$ cat config.mk
export PLATFORM = sky130hd
export DESIGN_NAME = stage_interrupt_enable
export DESIGN_NICKNAME = d
export VERILOG_FILES = /design/src/verilog/stage_irq_pkg.sv /design/src/verilog/stage_interrupt_enable.sv
export SDC_FILE = /design/constraint.sdc
export NUM_CORES = 1
export LEC_CHECK = 0
export BUFFER_PORTS_ARGS = -buffer_cell sky130_fd_sc_hd__buf_2
export CAP_MARGIN = 20
export CORE_MARGIN = 10
export CORE_UTILIZATION = 45
export CTS_CLUSTER_DIAMETER = 50
export DETAILED_ROUTE_END_ITERATION = 7
export PLACE_DENSITY_LB_ADDON = 0.15
export SETUP_SLACK_MARGIN = 0.4
export SYNTH_ARGS = -nofsm -noshare
export SYNTH_HDL_FRONTEND = slang
export SYNTH_SLANG_ARGS = --single-unit
$ cat constraint.sdc
create_clock -name clk_in -period 1.21 [get_ports clk_in]
set_input_delay 0 -clock clk_in [delete_from_list [all_inputs] [get_ports clk_in]]
set_output_delay 0 -clock clk_in [all_outputs]
set_load 0.1 [all_outputs]
$ cat src/verilog/stage_irq_pkg.sv
package stage_irq_pkg;
    localparam int unsigned STAGE_COUNT = 8;
    localparam int unsigned ADDR_W = 10;
    localparam int unsigned DATA_W = 16;
    localparam logic [9:0] HIGH_EN_ADDR = 10'h006;
    localparam logic [9:0] DONE_EN_ADDR = 10'h007;
    localparam logic [9:0] HIGH_STAT_ADDR = 10'h009;
    localparam logic [9:0] DONE_STAT_ADDR = 10'h00a;
    localparam logic [7:0] ENABLE_RESET = 8'h00;
    localparam logic [7:0] STATUS_RESET = 8'h00;
    localparam logic [15:0] RDATA_RESET = 16'h0000;
    localparam logic IRQ_N_RESET = 1'b1;
    localparam int unsigned ENABLE_LSB = 0;

    typedef struct packed {
        logic wr;
        logic rd;
        logic [9:0] addr;
        logic [15:0] wdata;
    } reg_req_t;

    typedef struct packed {
        logic [7:0] high_exceeded;
        logic [7:0] stage_done;
    } stage_event_t;

    typedef struct packed {
        logic [7:0] high_en;
        logic [7:0] done_en;
        logic [7:0] high_stat;
        logic [7:0] done_stat;
        logic [15:0] rdata;
        logic irq_n;
    } irq_state_t;
endpackage

$ cat src/verilog/stage_interrupt_enable.sv
`timescale 1ns/1ps
module stage_interrupt_enable (
    input wire logic clk_in,
    input wire logic arst_n_in,
    input wire stage_irq_pkg::reg_req_t req_in,
    input wire stage_irq_pkg::stage_event_t event_in,
    output logic [15:0] rdata_out,
    output logic irq_n_out
);
    import stage_irq_pkg::*;

    irq_state_t state_reg;
    irq_state_t state_next;
    logic [7:0] high_pend;
    logic [7:0] done_pend;
    logic high_rd_hit;
    logic done_rd_hit;
    logic high_wr_hit;
    logic done_wr_hit;

    function automatic logic [15:0] widen(input logic [7:0] v);
        return {8'h00, v};
    endfunction

    function automatic logic read_hit(input reg_req_t r, input logic [9:0] a);
        return r.rd && (r.addr == a);
    endfunction

    function automatic logic write_hit(input reg_req_t r, input logic [9:0] a);
        return r.wr && (r.addr == a);
    endfunction

    // a read clears the status, but an event in the read cycle wins so no exceedance is lost
    function automatic logic [7:0] status_update(input logic [7:0] old, input logic [7:0] ev, input logic rd_hit);
        logic [7:0] kept;
        kept = rd_hit ? 8'h00 : old;
        return kept | ev;
    endfunction

    function automatic logic [7:0] enable_update(input logic [7:0] old, input logic [15:0] wdata, input logic wr_hit);
        return wr_hit ? wdata[ENABLE_LSB +: 8] : old;
    endfunction

    assign high_rd_hit = read_hit(req_in, HIGH_STAT_ADDR);
    assign done_rd_hit = read_hit(req_in, DONE_STAT_ADDR);
    assign high_wr_hit = write_hit(req_in, HIGH_EN_ADDR);
    assign done_wr_hit = write_hit(req_in, DONE_EN_ADDR);

    always_comb begin
        state_next = state_reg;
        state_next.high_stat = status_update(state_reg.high_stat, event_in.high_exceeded, high_rd_hit);
        state_next.done_stat = status_update(state_reg.done_stat, event_in.stage_done, done_rd_hit);
        // upper bits are not stored, so a host that ignores the zero-write convention does no harm
        state_next.high_en = enable_update(state_reg.high_en, req_in.wdata, high_wr_hit);
        state_next.done_en = enable_update(state_reg.done_en, req_in.wdata, done_wr_hit);
        state_next.rdata = RDATA_RESET;
        if (req_in.rd) begin
            case (req_in.addr)
                HIGH_EN_ADDR: state_next.rdata = widen(state_reg.high_en);
                DONE_EN_ADDR: state_next.rdata = widen(state_reg.done_en);
                HIGH_STAT_ADDR: state_next.rdata = widen(state_reg.high_stat);
                DONE_STAT_ADDR: state_next.rdata = widen(state_reg.done_stat);
                default: state_next.rdata = 16'h0000;
            endcase
        end
        high_pend = state_next.high_stat & state_next.high_en;
        done_pend = state_next.done_stat & state_next.done_en;
        state_next.irq_n = ~(|high_pend | |done_pend);
    end

    always_ff @(posedge clk_in or negedge arst_n_in) begin
        if (!arst_n_in) begin
            state_reg.high_en <= ENABLE_RESET;
            state_reg.done_en <= ENABLE_RESET;
            state_reg.high_stat <= STATUS_RESET;
            state_reg.done_stat <= STATUS_RESET;
            state_reg.rdata <= RDATA_RESET;
            state_reg.irq_n <= IRQ_N_RESET;
        end else begin
            state_reg <= state_next;
        end
    end

    assign rdata_out = state_reg.rdata;
    assign irq_n_out = state_reg.irq_n;

    high_gate_a: assert property (@(posedge clk_in) disable iff (!arst_n_in)
        (|(state_reg.high_stat & state_reg.high_en)) |-> !irq_n_out)
        else $error("enabled high status without interrupt");
    off_quiet_a: assert property (@(posedge clk_in) disable iff (!arst_n_in)
        (state_reg.high_en == 8'h00 && state_reg.done_en == 8'h00) |-> irq_n_out)
        else $error("interrupt with all sources disabled");
    done_gate_a: assert property (@(posedge clk_in) disable iff (!arst_n_in)
        (|(state_reg.done_stat & state_reg.done_en)) |-> !irq_n_out)
        else $error("enabled done status without interrupt");
    done_masked_a: assert property (@(posedge clk_in) disable iff (!arst_n_in)
        (!irq_n_out) |-> |((state_reg.done_stat & state_reg.done_en) | (state_reg.high_stat & state_reg.high_en)))
        else $error("interrupt without enabled pending source");
    reset_zero_a: assert property (@(posedge clk_in)
        $rose(arst_n_in) |-> (state_reg.high_en == 8'h00 && state_reg.done_en == 8'h00))
        else $error("enables not zero after reset");
    read_clear_a: assert property (@(posedge clk_in) disable iff (!arst_n_in)
        (req_in.rd && req_in.addr == HIGH_STAT_ADDR && event_in.high_exceeded == 8'h00)
        |=> (state_reg.high_stat == 8'h00))
        else $error("high status not cleared by read");
    event_set_a: assert property (@(posedge clk_in) disable iff (!arst_n_in)
        (event_in.stage_done != 8'h00) |=> ((state_reg.done_stat & $past(event_in.stage_done)) == $past(event_in.stage_done)))
        else $error("completion event lost");
    enable_write_a: assert property (@(posedge clk_in) disable iff (!arst_n_in)
        (req_in.wr && req_in.addr == HIGH_EN_ADDR) |=> (state_reg.high_en == $past(req_in.wdata[7:0])))
        else $error("high enable write not stored");
    done_write_a: assert property (@(posedge clk_in) disable iff (!arst_n_in)
        done_wr_hit
        |=> (state_reg.done_en == $past(req_in.wdata[7:0])))
        else $error("completion enable write not stored");
    high_keep_a: assert property (@(posedge clk_in) disable iff (!arst_n_in)
        !high_wr_hit
        |=> $stable(state_reg.high_en))
        else $error("high enable changed without a write");
    done_keep_a: assert property (@(posedge clk_in) disable iff (!arst_n_in)
        !done_wr_hit
        |=> $stable(state_reg.done_en))
        else $error("completion enable changed without a write");
    upper_zero_a: assert property (@(posedge clk_in) disable iff (!arst_n_in)
        (rdata_out[15:8] == 8'h00))
        else $error("unused read bits not zero");

    read_high_en_a: assert property (@(posedge clk_in) disable iff (!arst_n_in)
        read_hit(req_in, HIGH_EN_ADDR)
        |=> (rdata_out == widen($past(state_reg.high_en))))
        else $error("high enable read back wrong");
    read_done_en_a: assert property (@(posedge clk_in) disable iff (!arst_n_in)
        read_hit(req_in, DONE_EN_ADDR)
        |=> (rdata_out == widen($past(state_reg.done_en))))
        else $error("completion enable read back wrong");
    read_high_stat_a: assert property (@(posedge clk_in) disable iff (!arst_n_in)
        high_rd_hit
        |=> (rdata_out == widen($past(state_reg.high_stat))))
        else $error("high status read back wrong");
    read_done_stat_a: assert property (@(posedge clk_in) disable iff (!arst_n_in)
        done_rd_hit
        |=> (rdata_out == widen($past(state_reg.done_stat))))
        else $error("completion status read back wrong");
    read_idle_a: assert property (@(posedge clk_in) disable iff (!arst_n_in)
        !req_in.rd
        |=> (rdata_out == RDATA_RESET))
        else $error("read data not zero outside a read");

    done_clear_a: assert property (@(posedge clk_in) disable iff (!arst_n_in)
        (done_rd_hit && event_in.stage_done == 8'h00)
        |=> (state_reg.done_stat == 8'h00))
        else $error("completion status not cleared by read");
    high_hold_a: assert property (@(posedge clk_in) disable iff (!arst_n_in)
        high_rd_hit
        |=> (state_reg.high_stat == $past(event_in.high_exceeded)))
        else $error("still exceeded limit lost by read");
    done_hold_a: assert property (@(posedge clk_in) disable iff (!arst_n_in)
        done_rd_hit
        |=> (state_reg.done_stat == $past(event_in.stage_done)))
        else $error("completion in read cycle lost");
    high_sticky_a: assert property (@(posedge clk_in) disable iff (!arst_n_in)
        !high_rd_hit
        |=> (state_reg.high_stat == ($past(state_reg.high_stat) | $past(event_in.high_exceeded))))
        else $error("high status changed without read or event");
    done_sticky_a: assert property (@(posedge clk_in) disable iff (!arst_n_in)
        !done_rd_hit
        |=> (state_reg.done_stat == ($past(state_reg.done_stat) | $past(event_in.stage_done))))
        else $error("completion status changed without read or event");
    high_set_a: assert property (@(posedge clk_in) disable iff (!arst_n_in)
        (event_in.high_exceeded != 8'h00)
        |=> ((state_reg.high_stat & $past(event_in.high_exceeded)) == $past(event_in.high_exceeded)))
        else $error("high exceedance lost");

    high_now_a: assert property (@(posedge clk_in) disable iff (!arst_n_in)
        (|(event_in.high_exceeded & state_reg.high_en) && !high_wr_hit)
        |=> !irq_n_out)
        else $error("enabled high exceedance did not raise interrupt");
    done_now_a: assert property (@(posedge clk_in) disable iff (!arst_n_in)
        (|(event_in.stage_done & state_reg.done_en) && !done_wr_hit)
        |=> !irq_n_out)
        else $error("enabled completion did not raise interrupt");
    masked_quiet_a: assert property (@(posedge clk_in) disable iff (!arst_n_in)
        (!high_wr_hit && !done_wr_hit
            && ((state_reg.high_stat | event_in.high_exceeded) & state_reg.high_en) == 8'h00
            && ((state_reg.done_stat | event_in.stage_done) & state_reg.done_en) == 8'h00)
        |=> irq_n_out)
        else $error("masked source raised the interrupt");
    irq_hold_a: assert property (@(posedge clk_in) disable iff (!arst_n_in)
        (!irq_n_out && !high_wr_hit && !done_wr_hit && !high_rd_hit && !done_rd_hit)
        |=> !irq_n_out)
        else $error("pending interrupt dropped without host action");
    irq_release_a: assert property (@(posedge clk_in) disable iff (!arst_n_in)
        $rose(irq_n_out)
        |-> $past(high_rd_hit || done_rd_hit || high_wr_hit || done_wr_hit))
        else $error("interrupt released without host action");
    reset_quiet_a: assert property (@(posedge clk_in)
        $rose(arst_n_in)
        |-> (irq_n_out && rdata_out == RDATA_RESET && state_reg.high_stat == STATUS_RESET
            && state_reg.done_stat == STATUS_RESET))
        else $error("outputs not idle after reset");

    // one copy per stage so a single broken lane is named by its index
    for (genvar i = 0; i < STAGE_COUNT; i++) begin : stage_g
        high_bit_a: assert property (@(posedge clk_in) disable iff (!arst_n_in)
            (state_reg.high_en[i] && event_in.high_exceeded[i] && !high_wr_hit)
            |=> (state_reg.high_stat[i] && !irq_n_out))
            else $error("stage high exceedance not latched");
        done_bit_a: assert property (@(posedge clk_in) disable iff (!arst_n_in)
            (state_reg.done_en[i] && event_in.stage_done[i] && !done_wr_hit)
            |=> (state_reg.done_stat[i] && !irq_n_out))
            else $error("stage completion not latched");
    end
endmodule

**Word-level counts from Yosys, hierarchy flattened**

Cells that the tools add are included.

- Word-level logic and storage cells: 28
- Output and inout port bits: 17
- RAM bits: 0
- Register bits after elaboration: 49
- Latch bits: 0
- Memories: 0
- Memory bits (read-only): 0
- Bits of input ports: 46

- Add/sub/neg operators: 0
- Reduce and logical (&&, ||, !) cells: 6
- Equality and inequality tests: 4
- Multiply operators: 0
- Multiplexer cells: 6
- Divide/modulo/power cells: 0
- Order comparisons: 0
- Bitwise logic cells: 6
- Shift operators: 0

Operator list:

| kind | count |
|---|---|
| 8-bit 2-to-1 mux | 4 |
| 8-bit case mux with 4 select lines | 1 |
| 10-bit by 3-bit == test with 1-bit output (second input constant) | 2 |
| 10-bit by 4-bit == test with 1-bit output (second input constant) | 2 |
| 8-bit bitwise AND | 2 |
| 16-bit 2-to-1 mux | 1 |
| 8-bit OR | 2 |
| 8-bit OR reduction | 2 |
| 1-bit logical AND | 4 |
| 1-bit NOT | 1 |
| 1-bit OR | 1 |

**Logic depth before layout (Yosys ltp)**

- Word-level depth: 8
- Mapped depth: 7

**Worst setup path after synthesis**

Ideal clock, no wire load.

- Path type: input port to flip-flop
- Start: in req_in[21] in the netlist's numbering
- End: reg state_reg (netlist bit irq_n_out)
- Data arrival time: 1.620 ns
- Path slack: -0.500 ns
- Setup time: 0.090 ns
- Stages: 7
- Data required time: 1.120 ns
- Path buffers: 1
- Path through: nor4_4 and4_2 buf_2 mux2_2 a22oi_1 nand2_1 nor4_2

RTL lines:

| element | RTL line | RTL |
|---|---|---|
| from (decl) | stage_interrupt_enable.sv:5 | `input wire stage_irq_pkg::reg_req_t req_in,` |
| to (signal assigned) | stage_interrupt_enable.sv:80 | `state_reg <= state_next;` |
| to (decl) | stage_interrupt_enable.sv:12 | `irq_state_t state_reg;` |

==> impl_metrics.ini <==
[status]
status = finished, violations left
violations = hold timing, setup timing

[grt]
grt_usage = 0.150
grt_pass1_vias = 1736
antenna_found_initial = 0
globalRouteOverflowTotal = 0
grt_max_degree = 23
grt_pass1_wl_um = 8840

[timing]
hold_violations = 31
finalCritPeriodShare = 1.19
fin_crit_ns = 1.44
fin_ws_ns = -0.227
clock_skew_ns = 0.00474
clock.fmax_ghz = 0.696
slew_violations = 0
setup_viol = 2
grt_setup_unrepaired = yes
hold_slack_ns = -0.105

[pwr]
p_int_mw = 2.00
p_leak_nw = 1.29
ir_drop_mv = 0.641
pwr-share-seq = 0.504
p_total_mw = 2.78
power_density_mw_per_mm2 = 947
p_clk_frac = 0.344
p_switching_mw = 0.780
p_comb_frac = 0.152
switching_share = 0.281

[synthesis]
seq_area_frac_synth = 0.524
ys.flop_type = dfrtp_1
yosys_warnings = 0
synth_cells = 164
synth-edff-count = 0
syn_area_sq_mm = 0.00196
avgSynthCellArea_sq_um = 12.0
yosysTopAreaCell = dfrtp_1
synthTopCellsByArea = dfrtp_1 (51%), mux2_2 (9.8%), buf_4 (6.1%), a21o_2 (3.6%), a21oi_1 (3.6%)
post_synth_num_cell_types = 33
async_flop_share = 1.00
synth_top_area_frac = 0.510
synth_seq_cells = 41

[placement]
place_hpwl_um = 3980
numPlacedInstances = 281
placedInstanceArea_sq_mm = 0.00244
portBuffers = 46
gp_congestion = 0.835

[critical_path]
criticalPathCategory = in -> reg
critPathLaunchType = input pin
crit_path_start = req_in[22]
cp_max_fo = 8
crit_path_end_kind = flip-flop
critPathArrivalTime_ns = 1.65
slowest_delay_ns = 0.32
path_cells = buf_6 > nor4_4 > buf_6 > and4_4 > mux2_4 > a22oi_1 > nand2_1 > nor4_2
crit_slowest_cell = and4_4
reg2reg_from = state_reg[45]$_DFF_PN0_
critPathMostFrequentCell = buf_6
required_ns = 1.42

[layout]
nNetsFinal = 288
drive_above_1_share = 0.626
stdcell_count = 293
mostFrequentLayoutCells = dfrtp_1 (40), buf_2 (34), buf_4 (30)
area_delta_synth_final_pct = 49.6
diodes = 0
final_area_sq_mm = 0.00293
layout_commonest_cell = dfrtp_1
largest_reg_flops = 32

[drt]
drt_drc_violations_left = 0
drt_iter0_drc = 71
wl_per_cell_um = 18.5
drt-total-wl_um = 5410
num_vias = 1524
dr.pass1.iters = 4
via_per_inst = 5.20
detail-route-antenna-nets = 0

[clock_tree]
cts_inserted_buffers = 5
cts_root_buf = clkbuf_8
clock_path_buffers = 2
cts.sinks = 41
cts_tree = built
ctsHoldBuffers = 1
insertion_delay_ns = 0.30
htreeDepth = 2
path_clk_slew_ns = 0.08

[die]
core_sq_mm = 0.00412
fp.dieW_um = 86.0
dieArea_sq_mm = 0.00740
fp-row-count = 23
die_y_um = 86.0
ios = 63
initial_core_util = 0.477

[hold_path]
hold_path_startpoint = event_in[14]
hp-class = in -> reg

[run]
cap_violations = 0
final timing paths:
check	end	slack, ns	cells past startpoint
max	irq_n_out$_DFF_PN1_	-0.23	8
max reg2reg	irq_n_out$_DFF_PN1_	-0.11	4
min reg2reg	state_reg[20]$_DFF_PN0_	0.53	1
min in group asynchronous	state_reg[38]$_DFF_PN0_	0.15	2
max in group asynchronous	rdata_out[3]$_DFF_PN0_	0.59	3
min	state_reg[31]$_DFF_PN0_	-0.11	2
critical path, delay by kind of cell:
family	cells	cell delay, ns
AND/OR/NAND/NOR	4	0.89
multiplexers	1	0.32
AO/OA/AOI/OAI	1	0.17
buffers and inverters	2	0.25
cell usage after synthesis, drive strengths merged, types with 2 or more instances:
library cell / instances
a22oi: 8
mux2: 17
dfrtp: 40
mux2i: 7
a21oi: 14
nand2: 11
nor2: 9
nor4: 2
and2: 2
nor2b: 3
buf: 18
nand4: 3
a21o: 16
and3b: 2
kinds of logic after synthesis:
logic type             count (synthesis)  synth area share
AND/OR/NAND/NOR                       38             0.125
other                                  1           0.00191
buffers and inverters                 20            0.0695
AO/OA/AOI/OAI                         40             0.147
multiplexers                          24             0.133
flip-flops                            41             0.524
power by group through the flow:
stage,Sequential (mW),Clock [mW],Combinational [mW]
finish,1.40,0.957,0.422
global route,1.40,1.06,0.447
CTS,1.40,0.993,0.415
detailed placement,1.43,0,0.394
global placement,1.43,0,0.386
floorplan,1.47,0,0.190
stage by stage:
stage / setup TNS (ns) / util / worst slack [ns]
finish: -0.244 / 0.713 / -0.227
global route: -0.782 / 0.713 / -0.319
CTS: -0.227 / 0.687 / -0.227
detailed placement: -3.98 / 0.593 / -0.600
global placement: -3.17 / 0.593 / -0.525
floorplan: -1.24 / - / -0.395
routing by layer:
metal	wire length, um	track usage
met5	0	0
met4	78	0.0599
met1	2200	0.173
met2	2750	0.245
met3	377	0.0558
layout make-up:
type | count | area [sq um]
Timing Repair Buffer | 83 | 683
Clock buffer | 6 | 82.6
Tap cell | 50 | 62.6
Multi-Input combinational cell | 110 | 1060
Sequential cell | 41 | 1030
Inverter | 1 | 3.75
Fill cell | 307 | 1180
Clock inverter | 2 | 13.8
timing repair:
item | CTS | global route
gates resized for setup | 67 | 23
pin swaps | 5 | 10
buffers inserted | 2 | 1
endpoints found under the setup margin | 50 | 62
hold endpoints to repair | 51 | 31
Power figures use the tool's default switching activity.
